$ cat config.mk
export PLATFORM = sky130hd
export DESIGN_NAME = quad_dac_serial_load
export DESIGN_NICKNAME = d
export VERILOG_FILES = /design/src/hdl/qdac_pkg.sv /design/src/hdl/quad_dac_serial_load.sv /design/src/hdl/pin_sync.sv /design/src/hdl/chan_reg_bank.sv
export SDC_FILE = /design/constraint.sdc
export NUM_CORES = 1
export LEC_CHECK = 0
export ABC_AREA = 0
export BUFFER_PORTS_ARGS = -buffer_cell sky130_fd_sc_hd__buf_2
export CAP_MARGIN = 20
export CORE_ASPECT_RATIO = 0.7
export CORE_MARGIN = 5
export CORE_UTILIZATION = 47
export DETAILED_ROUTE_END_ITERATION = 6
export PLACE_DENSITY = 0.7
export SYNTH_ARGS = -nofsm -noshare
export SYNTH_HDL_FRONTEND = slang
export SYNTH_HIERARCHICAL = 1
export SYNTH_SLANG_ARGS = --single-unit
$ cat constraint.sdc
create_clock -name clk -period 2.2 [get_ports clk]
set_input_delay 0.66 -clock clk [delete_from_list [all_inputs] [get_ports clk]]
set_output_delay 0.66 -clock clk [all_outputs]
set_load 0.05 [all_outputs]
$ cat src/hdl/qdac_pkg.sv
/*
  Shared constants, types and helpers for the quad converter serial load block.
  Assumes a single 25 MHz system clock and word-wide AHB-Lite register access.
*/
package qdac_pkg;
  localparam int CH_N = 4;
  localparam int DATA_W = 12;
  localparam int FRAME_W = 16;
  localparam int CNT_W = 5;
  localparam int EVT_W = 16;
  localparam logic [4:0] LAST_BIT_IDX = 5'h0f;
  // Idle levels of the link pins {sync_n, sclk, sdin}
  localparam logic [2:0] PINS_IDLE = 3'h6;
  // Frame field positions
  localparam int LOAD_CTL_HI_POS = 15;
  localparam int LOAD_CTL_LO_POS = 14;
  localparam int CHAN_PICK_HI_POS = 13;
  localparam int CHAN_PICK_LO_POS = 12;
  localparam int ALL_CHANNEL_FLAG_POS = 11;
  localparam int PD_CHAN_HI_POS = 10;
  localparam int PD_CHAN_LO_POS = 9;
  localparam int PD_TERM_HI_POS = 8;
  localparam int PD_TERM_LO_POS = 7;
  localparam logic [3:0] PD_PREFIX = 4'hf;
  localparam logic [1:0] LOAD_ALL_UPDATE = 2'h3;
  // Per load code: bit 0 writes input register, bit 1 updates converter register
  localparam logic [7:0] LOAD_DECODE_DEFAULT = 8'hdd;
  // Register map (byte addresses)
  localparam logic [7:0] OFS_CTRL = 8'h00;
  localparam logic [7:0] OFS_FRAMES = 8'h04;
  localparam logic [7:0] OFS_ABORTS = 8'h08;
  localparam logic [7:0] OFS_SHUTDOWN = 8'h0c;
  localparam logic [7:0] OFS_INPUT_BASE = 8'h10;
  localparam logic [7:0] OFS_CONV_BASE = 8'h20;
  localparam logic [7:0] OFS_LAST = 8'h2c;
  localparam int CTRL_EN_POS = 0;
  localparam logic CTRL_EN_RESET = 1'b1;
  localparam int SHUTDOWN_FLAGS_POS = 0;
  localparam int SHUTDOWN_TERM_POS = 4;
  localparam logic HRESP_OKAY = 1'b0;

  typedef enum logic [2:0] {
    st_idle = 3'b001,
    st_shift = 3'b010,
    st_hold = 3'b100
  } link_state_e;

  typedef struct packed {
    logic sync_n;
    logic sclk;
    logic sdin;
  } serial_pins_s;

  typedef struct packed {
    logic [CH_N-1:0][DATA_W-1:0] code;
    logic [CH_N-1:0] output_shutdown;
    logic [CH_N-1:0][1:0] term;
  } conv_out_s;

  typedef struct packed {
    logic [CH_N-1:0] in_we;
    logic [CH_N-1:0] cv_we;
    logic [CH_N-1:0] cv_from_shift;
    logic [DATA_W-1:0] wdata;
  } bank_wr_s;

  function automatic logic [CH_N-1:0] chan_onehot(input logic [1:0] sel);
    chan_onehot = 4'h1 << sel;
  endfunction
endpackage

$ cat src/hdl/quad_dac_serial_load.sv
/*
  Serial load front end of a quad 12-bit converter with an AHB-Lite register slave.
  Assumes the strobe, serial clock and data pins are asynchronous to clk and that the
  serial clock is much slower than clk, so each of its edges is seen by sampling.
*/
`timescale 1ns/1ps
module quad_dac_serial_load #(
  parameter logic [7:0] LOAD_DECODE = qdac_pkg::LOAD_DECODE_DEFAULT
) (
  input wire logic clk,
  input wire logic srst,
  input wire logic hsel,
  input wire logic [31:0] haddr,
  input wire logic [1:0] htrans,
  input wire logic hwrite,
  input wire logic [2:0] hsize,
  input wire logic [31:0] hwdata,
  input wire logic hready,
  output logic [31:0] hrdata,
  output logic hreadyout,
  output logic hresp,
  input wire qdac_pkg::serial_pins_s link_pins,
  output qdac_pkg::conv_out_s conv_out
);
  ////////////////////////////////////////////////////////////////////////////////
  typedef struct packed {
    qdac_pkg::link_state_e st;
    logic [qdac_pkg::CNT_W-1:0] bit_cnt;
    logic [qdac_pkg::FRAME_W-1:0] shreg;
    logic sclk_prev;
    logic commit;
    logic [qdac_pkg::FRAME_W-1:0] frame;
    logic [qdac_pkg::EVT_W-1:0] frames;
    logic [qdac_pkg::EVT_W-1:0] aborts;
    logic en;
    logic [qdac_pkg::CH_N-1:0] shutdown;
    logic [qdac_pkg::CH_N-1:0][1:0] term;
    logic dphase;
    logic dwrite;
    logic [7:0] daddr;
    logic ready;
    logic [31:0] rdata;
  } top_state_s;

  top_state_s state_reg;
  top_state_s state_next;
  qdac_pkg::serial_pins_s pins_s;
  qdac_pkg::bank_wr_s bank_wr;
  logic [qdac_pkg::DATA_W-1:0] bank_rdata;
  logic [qdac_pkg::CH_N-1:0][qdac_pkg::DATA_W-1:0] conv_code;
  logic strobe_low;
  logic sclk_fall;
  logic addr_take;
  logic [2:0] bank_raddr;
  logic [1:0] load_code;
  logic [1:0] load_act;
  logic pd_cmd;
  logic [qdac_pkg::CH_N-1:0] pd_mask;
  logic [qdac_pkg::CH_N-1:0] pick_mask;

  ////////////////////////////////////////////////////////////////////////////////
  // Pin synchronisers and bank

  pin_sync #(
    .W(3),
    .RST_VAL(qdac_pkg::PINS_IDLE)
  ) u_pin_sync (
    .clk(clk),
    .srst(srst),
    .d(link_pins),
    .q(pins_s)
  );

  assign bank_raddr = {haddr[5], haddr[3:2]};

  chan_reg_bank u_bank (
    .clk(clk),
    .srst(srst),
    .wr(bank_wr),
    .raddr(bank_raddr),
    .rdata(bank_rdata),
    .conv_code(conv_code)
  );

  ////////////////////////////////////////////////////////////////////////////////
  // Frame decode of a committed word

  assign strobe_low = ~pins_s.sync_n & state_reg.en;
  assign sclk_fall = state_reg.sclk_prev & ~pins_s.sclk;
  assign load_code = {state_reg.frame[qdac_pkg::LOAD_CTL_HI_POS],
                      state_reg.frame[qdac_pkg::LOAD_CTL_LO_POS]};
  assign load_act = LOAD_DECODE[{load_code, 1'b0} +: 2];
  assign pd_cmd = state_reg.frame[qdac_pkg::LOAD_CTL_HI_POS:qdac_pkg::CHAN_PICK_LO_POS]
                  == qdac_pkg::PD_PREFIX;
  assign pick_mask = qdac_pkg::chan_onehot({state_reg.frame[qdac_pkg::CHAN_PICK_HI_POS],
                                            state_reg.frame[qdac_pkg::CHAN_PICK_LO_POS]});
  assign pd_mask = state_reg.frame[qdac_pkg::ALL_CHANNEL_FLAG_POS] ? '1 :
                   qdac_pkg::chan_onehot(state_reg.frame[qdac_pkg::PD_CHAN_HI_POS:
                                                          qdac_pkg::PD_CHAN_LO_POS]);

  always_comb
  begin
    bank_wr = '0;
    bank_wr.wdata = state_reg.frame[qdac_pkg::DATA_W-1:0];
    if (state_reg.commit && !pd_cmd)
    begin
      bank_wr.in_we = load_act[0] ? pick_mask : '0;
      // The selected converter takes the frame data whenever load_act[1] updates it
      bank_wr.cv_from_shift = pick_mask;
      if (load_act[1])
      begin
        bank_wr.cv_we = (load_code == qdac_pkg::LOAD_ALL_UPDATE) ? '1 : pick_mask;
      end
    end
  end

  ////////////////////////////////////////////////////////////////////////////////
  // Link state machine and register slave

  assign addr_take = hsel && hready && htrans[1];

  always_comb
  begin
    state_next = state_reg;
    state_next.sclk_prev = pins_s.sclk;
    state_next.commit = 1'b0;
    if (!strobe_low)
    begin
      state_next.bit_cnt = '0;
    end
    unique case (state_reg.st)
      qdac_pkg::st_idle:
      begin
        if (strobe_low)
        begin
          state_next.st = qdac_pkg::st_shift;
        end
      end
      qdac_pkg::st_shift:
      begin
        if (!strobe_low)
        begin
          state_next.st = qdac_pkg::st_idle;
          state_next.aborts = state_reg.aborts + 16'h0001;
        end
        else if (sclk_fall)
        begin
          state_next.shreg = {state_reg.shreg[qdac_pkg::FRAME_W-2:0], pins_s.sdin};
          state_next.bit_cnt = state_reg.bit_cnt + 5'h01;
          if (state_reg.bit_cnt == qdac_pkg::LAST_BIT_IDX)
          begin
            state_next.st = qdac_pkg::st_hold;
            state_next.commit = 1'b1;
            state_next.frame = {state_reg.shreg[qdac_pkg::FRAME_W-2:0], pins_s.sdin};
            state_next.frames = state_reg.frames + 16'h0001;
          end
        end
      end
      qdac_pkg::st_hold:
      begin
        // Host may only release after the sixteenth edge; wait for that release
        if (!strobe_low)
        begin
          state_next.st = qdac_pkg::st_idle;
        end
      end
      default:
      begin
        state_next.st = qdac_pkg::st_idle;
      end
    endcase
    // Power-down frames and converter updates of a committed word
    if (state_reg.commit && pd_cmd)
    begin
      for (int i = 0; i < qdac_pkg::CH_N; i++)
      begin
        if (pd_mask[i])
        begin
          state_next.shutdown[i] = 1'b1;
          state_next.term[i] = state_reg.frame[qdac_pkg::PD_TERM_HI_POS:
                                               qdac_pkg::PD_TERM_LO_POS];
        end
      end
    end
    else
    begin
      state_next.shutdown = state_reg.shutdown & ~bank_wr.cv_we;
    end
    // Bus: one wait state for every transfer
    if (addr_take)
    begin
      state_next.dphase = 1'b1;
      state_next.dwrite = hwrite;
      state_next.daddr = haddr[7:0];
      state_next.ready = 1'b0;
    end
    else if (state_reg.dphase)
    begin
      state_next.dphase = 1'b0;
      state_next.ready = 1'b1;
      state_next.rdata = '0;
      if (state_reg.dwrite)
      begin
        if (state_reg.daddr == qdac_pkg::OFS_CTRL)
        begin
          state_next.en = hwdata[qdac_pkg::CTRL_EN_POS];
        end
      end
      else if (state_reg.daddr[1:0] == 2'h0)
      begin
        if (state_reg.daddr == qdac_pkg::OFS_CTRL)
        begin
          state_next.rdata[qdac_pkg::CTRL_EN_POS] = state_reg.en;
        end
        else if (state_reg.daddr == qdac_pkg::OFS_FRAMES)
        begin
          state_next.rdata[qdac_pkg::EVT_W-1:0] = state_reg.frames;
        end
        else if (state_reg.daddr == qdac_pkg::OFS_ABORTS)
        begin
          state_next.rdata[qdac_pkg::EVT_W-1:0] = state_reg.aborts;
        end
        else if (state_reg.daddr == qdac_pkg::OFS_SHUTDOWN)
        begin
          state_next.rdata[qdac_pkg::SHUTDOWN_FLAGS_POS +: qdac_pkg::CH_N] = state_reg.shutdown;
          state_next.rdata[qdac_pkg::SHUTDOWN_TERM_POS +: 2*qdac_pkg::CH_N] = state_reg.term;
        end
        else if (state_reg.daddr >= qdac_pkg::OFS_INPUT_BASE &&
                 state_reg.daddr <= qdac_pkg::OFS_LAST)
        begin
          state_next.rdata[qdac_pkg::DATA_W-1:0] = bank_rdata;
        end
      end
    end
  end

  always_ff @(posedge clk)
  begin
    if (srst)
    begin
      state_reg <= '0;
      state_reg.st <= qdac_pkg::st_idle;
      state_reg.en <= qdac_pkg::CTRL_EN_RESET;
      state_reg.ready <= 1'b1;
    end
    else
    begin
      state_reg <= state_next;
    end
  end

  ////////////////////////////////////////////////////////////////////////////////
  // Outputs

  assign hrdata = state_reg.rdata;
  assign hreadyout = state_reg.ready;
  assign hresp = qdac_pkg::HRESP_OKAY;
  assign conv_out.code = conv_code;
  assign conv_out.output_shutdown = state_reg.shutdown;
  assign conv_out.term = state_reg.term;
endmodule

$ cat src/hdl/pin_sync.sv
/*
  Two-flop synchroniser for a group of pin inputs.
  Assumes the inputs are asynchronous to clk; only the second stage is read outside.
*/
`timescale 1ns/1ps
module pin_sync #(
  parameter int W = 3,
  parameter logic [W-1:0] RST_VAL = '0
) (
  input wire logic clk,
  input wire logic srst,
  input wire logic [W-1:0] d,
  output logic [W-1:0] q
);
  typedef struct packed {
    logic [W-1:0] meta;
    logic [W-1:0] q;
  } sync_state_s;

  sync_state_s state_reg;
  sync_state_s state_next;

  always_comb
  begin
    state_next.meta = d;
    state_next.q = state_reg.meta;
  end

  always_ff @(posedge clk)
  begin
    if (srst)
    begin
      // Both stages start at the pins' idle levels, so no false edge follows reset
      state_reg <= {RST_VAL, RST_VAL};
    end
    else
    begin
      state_reg <= state_next;
    end
  end

  assign q = state_reg.q;
endmodule

$ cat src/hdl/chan_reg_bank.sv
/*
  Per-channel input and converter registers with a registered read port.
  Assumes write requests arrive from logic on clk; reads index 0..3 input, 4..7 converter.
*/
`timescale 1ns/1ps
module chan_reg_bank (
  input wire logic clk,
  input wire logic srst,
  input wire qdac_pkg::bank_wr_s wr,
  input wire logic [2:0] raddr,
  output logic [qdac_pkg::DATA_W-1:0] rdata,
  output logic [qdac_pkg::CH_N-1:0][qdac_pkg::DATA_W-1:0] conv_code
);
  typedef struct packed {
    logic [qdac_pkg::CH_N-1:0][qdac_pkg::DATA_W-1:0] in_regs;
    logic [qdac_pkg::CH_N-1:0][qdac_pkg::DATA_W-1:0] cv_regs;
    logic [qdac_pkg::DATA_W-1:0] rdata;
  } bank_state_s;

  bank_state_s state_reg;
  bank_state_s state_next;

  always_comb
  begin
    state_next = state_reg;
    for (int i = 0; i < qdac_pkg::CH_N; i++)
    begin
      // Straight binary: the code is stored untouched
      if (wr.in_we[i])
      begin
        state_next.in_regs[i] = wr.wdata;
      end
      if (wr.cv_we[i])
      begin
        state_next.cv_regs[i] = wr.cv_from_shift[i] ? wr.wdata : state_reg.in_regs[i];
      end
    end
    state_next.rdata = raddr[2] ? state_reg.cv_regs[raddr[1:0]] : state_reg.in_regs[raddr[1:0]];
  end

  always_ff @(posedge clk)
  begin
    if (srst)
    begin
      state_reg <= '0;
    end
    else
    begin
      state_reg <= state_next;
    end
  end

  assign rdata = state_reg.rdata;
  assign conv_code = state_reg.cv_regs;
endmodule

==> impl_metrics.yaml, run 1 <==
pwr:
  leakagePower_nw: 4.26
  total_power_mw: 8.19
  vdd_drop_max_v: 0.000480
  cellPowerDensity_nw_per_um2: 689
flow_run:
  maxCapViolations: 0
clocking:
  cts_made_buffers: 23
  cts_max_path_buffers: 3
  clk_latency_ns: 0.50
  clkSinkCount: 227
  htreeDepth: 1
  cts_tree: "done"
  cts_root_buf: "clkbuf_16"
  cts.clk_slew.worst_paths_ns: 0.06
  ctsHoldBuffers: 0
floorplanning:
  rows: 46
  die-height_um: 138
  core-area_sq_um: 22800
  die_area_sq_um: 26600
  fp.dieW_um: 193
  pin_count: 171
  start_util_pct: 48.1
min_path:
  min_from: "link_pins[1]"
  hold_depth: 2
  holdPathEnd: "u_pin_sync/state_next[1]$_SDFF_PP1_"
  hold_class: "in2reg"
logic_synthesis:
  synth.yosys.seq_area_share_pct: 41.3
  mappedNetlistArea_sq_um: 11000
  synth_enable_flop_cells: 0
  synth.avg_cell_area_sq_um: 9.27
  netlist-cell-type-count: 53
  synth_ff_type: "dfxtp_1"
  ys_seq_elements: 227
  synthCells: 1186
  ys_warn_count: 6
  async_flop_share_pct: 0
detailed_routing:
  drtIter0Drc: 710
  avgRoutedWirePerCell_um: 18.6
  dr.pass1.iters: 7
  drt_wl_total_mm: 27.9
  vias_per_cell: 5.70
  drc: 0
  final_antenna_net_count: 0
  vias: 8547
critical_path:
  path_delay_family: "simple AND/OR/NAND/NOR gates"
  path_cells: "or3b_1 > or3_4 > or4_1 > a21oi_1"
  rr_startpoint: "state_reg[127]$_SDFFE_PP1P_"
  worstPathRequired_ns: 2.63
  slowest_stage: "or3b_1"
  cp_num_buf_inv: 0
  crit_type: "reg2reg"
  critPathMaxStageDelay_ns: 0.53
  reg2reg_setup_slack_ns: 0.10
  cp_max_fo: 6
  critPathCaptureType: "flip-flop"
  start_kind: "flip-flop"
  arrival_ns: 2.52
  ff2ff_path_depth: 4
  reg2reg_to: "state_reg[71]$_SDFFE_PP0P_"
finish:
  antenna_cells: 0
  final_cell_count_no_fill: 1500
  layout_commonest_cell: "dfxtp_1"
  fin_nets: 1254
  final_layout_size_suffix_gt1_share_pct: 18.6
  final_cell_mix: "226 x dfxtp_1, 153 x nor2_1, 132 x mux2i_1"
  nFillCells: 2066
  area_growth_pct: 8.08
  final_area_sq_um: 11900
  largest_reg_flops: 70
  utilization_pct: 52.0
timing:
  maxSlewHeadroom_pct: 37.8
  hold_viol: 0
  period_minus_slack_ns: 2.10
  finClkSkew_ns: 0.00800
  tns_ns: 0
  fin_crit_sh_pct: 95.4
  fmax_mhz: 477
  worstMarginPinSlew_ns: 0.926
  setup_violations: 0
  slew_violations: 0
grt:
  antenna_found_initial: 0
  grt_max_degree: 90
  track_usage_pct: 20.6
  grt_first_pass_wirelength_mm: 43.6
  grt_overflow: 0
  grt_pass1_vias: 7818
run_status:
  status: "finished, final reports clean"
placement:
  gp_congestion: 0.849
  port_buffers: 94
  dp_hpwl_mm: 19.3
  placedCellCount: 1459
  placed_cell_area_sq_um: 11200
synth_stat cells (12+ instances only):
| cell | number | area (sq um) |
|---|---|---|
| a211oi_1 | 67 | 503 |
| a21oi_1 | 55 | 275 |
| a22oi_1 | 12 | 90.1 |
| buf_4 | 107 | 803 |
| clkbuf_1 | 65 | 244 |
| dfxtp_1 | 227 | 4540 |
| inv_1 | 14 | 52.6 |
| mux2i_1 | 132 | 1320 |
| mux4_2 | 20 | 450 |
| nand2_1 | 87 | 327 |
| nand3_1 | 27 | 135 |
| nor2_1 | 155 | 582 |
| nor2b_1 | 18 | 113 |
| nor3_1 | 12 | 60.1 |
| o21ai_0 | 16 | 80.1 |
| or3_1 | 13 | 81.3 |
| or3b_2 | 12 | 105 |
layer usage:
metal	wire, um	vias up	track usage [%]	part of all wire [%]
met5	0	-	0	0
met4	454	0	3.96	1.6
met3	2160	35	3.77	7.7
met1	13400	4137	31.5	48
li1	-	4062	-	-
met2	11900	313	30.4	43
through the flow:
stage,setup WS (ns),hold slack (ns)
2_1_floorplan,0.114,0.383
3_3_place_gp,0.151,0.389
3_5_place_dp,0.0829,0.387
4_1_cts,0.0561,0.332
5_1_grt,-0.00169,0.347
6_report,0.102,0.344
how the worst max path moves through the flow:
stage | from | endpoint | slack, ns | depth (start not counted)
detailed placement | state_reg[122]$_SDFF_PP0_ | state_reg[77]$_SDFFE_PP0P_ | 0.08 | 8
finish | state_reg[127]$_SDFFE_PP1P_ | state_reg[71]$_SDFFE_PP0P_ | 0.10 | 4
global route | state_reg[123]$_SDFF_PP0_ | state_reg[81]$_SDFFE_PP0P_ | -0.002 | 9
floorplan | state_reg[128]$_SDFFE_PP0P_ | state_reg[71]$_SDFFE_PP0P_ | 0.11 | 6
CTS | state_reg[122]$_SDFF_PP0_ | state_reg[77]$_SDFFE_PP0P_ | 0.06 | 8
global placement | state_reg[122]$_SDFF_PP0_ | state_reg[83]$_SDFFE_PP0P_ | 0.15 | 8
cell families after synthesis:
group	Yosys count	share of synthesized area (%)
other	1	0.0341
AOI/OAI and AO/OA	192	11.9
DFF	227	41.3
xor gates and xnor gates	17	1.35
buffers and inverters	206	11.4
muxes	157	17.2
adders and majority gates	4	0.455
and+or+nand+nor	382	16.5
area by class of cell:
class / count / area [sq um] / area share, %
multi-input combinational: 769 / 5310 / 44.7
sequential: 227 / 4550 / 38.2
timing repair buffer: 138 / 882 / 7.42
clock buffer: 35 / 681 / 5.73
tap: 312 / 390 / 3.28
inverter: 14 / 52.6 / 0.442
clock inverter: 5 / 25.0 / 0.211
timing repair:
item	CTS	global route
endpoints found under the setup margin	0	7
hold endpoints to repair	0	0
buffers inserted	0	1
resized for setup	0	3
where the power goes:
part | total, mW | internal [mW] | switching, mW | leakage (nW)
sequential | 4.13 | 4.12 | 0.0103 | 1.83
combinational | 0.355 | 0.0976 | 0.257 | 2.07
clock | 3.70 | 2.12 | 1.58 | 0.353
total | 8.19 | 6.34 | 1.84 | 4.26
(Power assumes the default switching activity.)
==> inputs of run 2 (changes only) <==
--- a/config.mk
+++ b/config.mk
@@ -12,7 +12,7 @@
 export CORE_MARGIN = 5
 export CORE_UTILIZATION = 47
 export DETAILED_ROUTE_END_ITERATION = 6
-export PLACE_DENSITY = 0.7
+export PLACE_DENSITY = 0.68
 export SYNTH_ARGS = -nofsm -noshare
 export SYNTH_HDL_FRONTEND = slang
 export SYNTH_HIERARCHICAL = 1
==> run 2 against run 1 <==
Effect of this change:
- setup slack better by 0.021 ns
- total power up 5.2%
- flip-flop and latch count unchanged
- cell area up 1.2%
- non-clock buffer count up 4
- global-route usage up 0.23 points
- clock-buffer cell count down 1
- hold slack worse by 0.017 ns
- cell count up 0.40%
- highest routed layer unchanged
==> impl_metrics.yaml, run 2 (synthesis gave the netlist of run 1 again) <==
finish:
  final_cell_mix: "227 x dfxtp_1, 154 x nor2_1, 132 x mux2i_1"
  nFillCells: 2089
  final_layout_size_suffix_gt1_share_pct: 19.1
  largest_reg_flops: 70
  area_growth_pct: 9.35
  fin_nets: 1258
  antenna_cells: 0
  final_area_sq_um: 12000
  layout_commonest_cell: "dfxtp_1"
timing:
  fin_crit_sh_pct: 94.4
  fmax_mhz: 481
  tns_ns: 0
  maxSlewHeadroom_pct: 38.1
  slew_violations: 0
  period_minus_slack_ns: 2.08
  hold_viol: 0
  worstMarginPinSlew_ns: 0.922
  setup_ws_ns: 0.123
  setup_violations: 0
  rsz0062_at_grt: "no"
  finClkSkew_ns: 0.00788
placement:
  dp_hpwl_mm: 19.6
  post-place-ws_ns: 0.121
  placed_cell_area_sq_um: 11200
  gp_congestion: 0.904
  port_buffers: 94
floorplanning:
  core-area_sq_um: 22800
  start_util_pct: 48.1
  die_area_sq_um: 26600
  pin_count: 171
  rows: 46
  fp.dieW_um: 193
  die-height_um: 138
pwr:
  leakagePower_nw: 4.34
  total_power_mw: 8.62
  cellPowerDensity_nw_per_um2: 716
  vdd_drop_max_v: 0.000511
grt:
  grt_pass1_vias: 7860
  track_usage_pct: 20.8
  grt_first_pass_wirelength_mm: 44.1
  grt_max_degree: 103
  antenna_found_initial: 0
  grt_overflow: 0
critical_path:
  reg2reg_setup_slack_ns: 0.12
  crit_type: "reg2reg"
  critPathCaptureType: "flip-flop"
  critPathMaxStageDelay_ns: 0.76
  worstPathRequired_ns: 2.61
  cp_max_fo: 12
  path_cells: "or4_1 > nor3_1 > o221ai_1 > a221oi_1"
  start_kind: "flip-flop"
  arrival_ns: 2.49
  slowest_stage: "or4_1"
  ff2ff_path_depth: 4
detailed_routing:
  drtIter0Drc: 826
  dr.pass1.iters: 5
  vias_per_cell: 5.62
  vias: 8469
  avgRoutedWirePerCell_um: 18.5
  final_antenna_net_count: 0
  drt_wl_total_mm: 27.8
  drc: 0
clocking:
  clk_latency_ns: 0.51
  cts_root_buf: "clkbuf_16"
  cts_made_buffers: 23
  cts_max_path_buffers: 3
  cts.clk_slew.worst_paths_ns: 0.06
  clkSinkCount: 227
  cts_tree: "done"
  postCtsSetupRepairBufs: 0
  htreeDepth: 1
min_path:
  hold_depth: 2
  hold_class: "in2reg"
run_status:
  status: "finished, final reports clean"
flow_run:
  maxCapViolations: 0
## run 2: repair_timing
action / in CTS / in global routing
resized for setup: 0 / 4
setup endpoints to repair: 0 / 11
hold buffers: 0 / 0
## run 2: per-layer routing
layer	GRT usage, %	share of wire, %	vias to the layer above
met5	0	0	-
met4	4.75	2.0	0
met3	3.82	7.7	35
met2	30.4	42	289
met1	31.9	48	4073
li1	-	-	4072
## run 2: power by group
part	switching, mW	internal, mW
Combinational	0.260	0.101
Clock	1.61	2.51
Sequential	0.0111	4.12
## run 2: path summary, 6_finish.rpt
kind,from,to
worst max-delay path,state_reg[40]$_SDFFE_PP0P_,hrdata[6]$_SDFFE_PP0P_
worst min-delay path,link_pins[1],u_pin_sync/state_next[1]$_SDFF_PP1_
worst max register to register,state_reg[40]$_SDFFE_PP0P_,hrdata[6]$_SDFFE_PP0P_
worst min register to register,u_pin_sync/state_next[2]$_SDFF_PP1_,u_pin_sync/q[2]$_SDFF_PP1_
## run 2: worst max-delay path: cells and delay by family, from the launching register on
family / cells / cell delay [ns]
compound gates: 2 / 0.60
flops: 1 / 0.31
simple gates: 2 / 1.07
## run 2: per-stage QoR
| stage | cells | hold WS (ns) | util, % |
|---|---|---|---|
| 6_report | 1506 | 0.327 | 52.6 |
| 5_1_grt | 1506 | 0.326 | 52.6 |
| 4_1_cts | 1506 | 0.312 | 52.5 |
| 3_5_place_dp | 1464 | 0.396 | 49.0 |
| 3_3_place_gp | 1464 | 0.390 | 49.0 |
| 2_1_floorplan | 1202 | 0.383 | - |
## run 2: layout make-up
type | count | area, sq um | share of cell area [%]
well taps | 312 | 390 | 3.25
clock buffers | 34 | 687 | 5.71
repair buffers | 142 | 916 | 7.62
inverters | 14 | 52.6 | 0.437
clock inverters | 8 | 119 | 0.988
flip-flops and latches | 227 | 4540 | 37.8
multi-input cells | 769 | 5320 | 44.2
==> inputs of run 3 (changes only) <==
--- a/config.mk
+++ b/config.mk
@@ -8,11 +8,14 @@
 export ABC_AREA = 0
 export BUFFER_PORTS_ARGS = -buffer_cell sky130_fd_sc_hd__buf_2
 export CAP_MARGIN = 20
+export CELL_PAD_IN_SITES_DETAIL_PLACEMENT = 1
+export CELL_PAD_IN_SITES_GLOBAL_PLACEMENT = 2
 export CORE_ASPECT_RATIO = 0.7
 export CORE_MARGIN = 5
-export CORE_UTILIZATION = 47
+export CORE_UTILIZATION = 32
 export DETAILED_ROUTE_END_ITERATION = 6
-export PLACE_DENSITY = 0.68
+export PLACE_DENSITY = 0.74
+export SETUP_SLACK_MARGIN = 0.4
 export SYNTH_ARGS = -nofsm -noshare
 export SYNTH_HDL_FRONTEND = slang
 export SYNTH_HIERARCHICAL = 1
==> run 3 against run 2 <==
Effect of this change:
- clock skew rose by 0.0099 ns
- flip-flop and latch count unchanged
- register-to-register slack improved by 0.20 ns
- first-iteration DRC count is 33% lower
- hold slack got worse by 0.019 ns
- non-clock buffer count is 22 higher
- maximum frequency is 10% higher
- total power rose by 1.3%
- wire length grew 23%
- sequential share of layout area shrank 3.2 points
- largest power group is now clock
- largest cell class unchanged
- sequential power hardly changed
- critical path type unchanged
- clock power rose by 1%
==> impl_metrics.yaml, run 3 (synthesis gave the netlist of run 1 again) <==
timing:
  fin_crit_sh_pct: 85.5
  setup_ws_ns: 0.318
  worstMarginPinSlew_ns: 0.618
  slew_violations: 0
  maxSlewHeadroom_pct: 58.8
  fmax_mhz: 531
  tns_ns: 0
  rsz0062_at_grt: "yes"
  finClkSkew_ns: 0.0178
  period_minus_slack_ns: 1.88
  hold_viol: 0
  setup_violations: 0
detailed_routing:
  dr.pass1.iters: 5
  final_antenna_net_count: 0
  vias_per_cell: 5.13
  vias: 8638
  drc: 0
  drtIter0Drc: 550
  drt_wl_total_mm: 34.1
  avgRoutedWirePerCell_um: 20.3
critical_path:
  worstPathRequired_ns: 2.67
  reg2reg_setup_slack_ns: 0.32
  cp_max_fo: 5
  reg2reg_to: "bank_wr[11]$_SDFFE_PP0P_"
  critPathCapture: "bank_wr[11]$_SDFFE_PP0P_"
  rr_startpoint: "state_reg[122]$_SDFF_PP0_"
  crit_type: "reg2reg"
  start_kind: "flip-flop"
  ff2ff_path_depth: 10
  arrival_ns: 2.35
  critPathCaptureType: "flip-flop"
  startpoint: "state_reg[122]$_SDFF_PP0_"
clocking:
  clk_latency_ns: 0.54
  clkSinkCount: 227
  cts.clk_slew.worst_paths_ns: 0.06
  htreeDepth: 1
  cts_max_path_buffers: 3
  cts_tree: "done"
  cts_made_buffers: 26
  cts_root_buf: "clkbuf_16"
flow_run:
  maxCapViolations: 0
finish:
  utilization_pct: 39.6
  final_layout_size_suffix_gt1_share_pct: 29.1
  area_growth_pct: 21.3
  largest_reg_flops: 70
  final_cell_mix: "174 x dfxtp_1, 153 x nor2_1, 132 x mux2i_1"
  antenna_cells: 0
  layout_commonest_cell: "dfxtp_1"
  fin_nets: 1284
  final_cell_count_no_fill: 1684
floorplanning:
  core-area_sq_um: 33700
  die_area_sq_um: 38200
  start_util_pct: 32.6
  rows: 56
  fp.dieW_um: 232
  die-height_um: 165
  pin_count: 171
pwr:
  leakagePower_nw: 4.56
  total_power_mw: 8.73
  vdd_drop_max_v: 0.000542
  cellPowerDensity_nw_per_um2: 655
run_status:
  status: "finished, final reports clean"
grt:
  antenna_found_initial: 2
  grt_max_degree: 95
  grt_overflow: 0
  grt_first_pass_wirelength_mm: 51.7
  grt_pass1_vias: 8650
  track_usage_pct: 17.0
min_path:
  hold_class: "in2reg"
placement:
  gp_congestion: 0.767
  placedCellCount: 1619
  post-place-ws_ns: 0.133
  port_buffers: 94
  dp_hpwl_mm: 23.0
## run 3: metrics by stage
| stage | area (sq um) | hold WS (ns) |
|---|---|---|
| after floorplan | 11100 | 0.383 |
| final | 13300 | 0.308 |
| after global placement | 11400 | 0.390 |
| after CTS | 12900 | 0.284 |
| after detailed placement | 11400 | 0.395 |
| after global routing | 13300 | 0.303 |
## run 3: worst min path at each step
stage                                        startpoint  cells past startpoint  slack (ns)                             endpoint
floorplan           u_pin_sync/state_next[1]$_SDFF_PP1_                      1        0.38           u_pin_sync/q[1]$_SDFF_PP1_
global route                               link_pins[1]                      2        0.30  u_pin_sync/state_next[1]$_SDFF_PP1_
finish                                     link_pins[2]                      2        0.31  u_pin_sync/state_next[2]$_SDFF_PP1_
global placement    u_pin_sync/state_next[2]$_SDFF_PP1_                      1        0.39           u_pin_sync/q[2]$_SDFF_PP1_
CTS                                        link_pins[2]                      2        0.28  u_pin_sync/state_next[2]$_SDFF_PP1_
detailed placement  u_pin_sync/state_next[1]$_SDFF_PP1_                      1        0.40           u_pin_sync/q[1]$_SDFF_PP1_
## run 3: report_power, final
part	switching, mW	leakage (nW)	internal, mW
clock	1.74	0.393	2.44
combinational	0.287	2.31	0.127
sequential	0.0158	1.86	4.12
total	2.04	4.56	6.69
## run 3: layout make-up
cell class	instances	area (sq um)
clock buffers	44	800
clock inverters	1	5.00
multi-input cells	770	5670
repair buffers	164	1610
well taps	464	581
inverters	14	56.3
flip-flops and latches	227	4620
fillers	3796	20400
## run 3: critical path, stage by stage (launching register included)
cell	delay, ns
dfxtp_2	0.33
ha_4	0.15
and3_4	0.18
ha_4	0.15
and3b_2	0.25
buf_4	0.15
buf_6	0.12
nand3_4	0.13
clkbuf_16	0.16
nand2_1	0.06
a21oi_2	0.14
## run 3: per-layer routing
layer	track usage (%)	up-vias	share of wire, %	wire length, um
met1	25.3	4329	51	17400
met4	3.44	4	1.8	625
li1	-	4138	-	-
met5	0	-	0.067	23
met2	26.1	122	44	14900
met3	2.65	45	3.4	1150
## run 3: timing repair
action,in CTS,in global routing
pin swaps,25,15
resized for setup,194,90
setup endpoints to repair,159,97
hold buffers,0,0
gates cloned,1,2
setup buffers,10,7
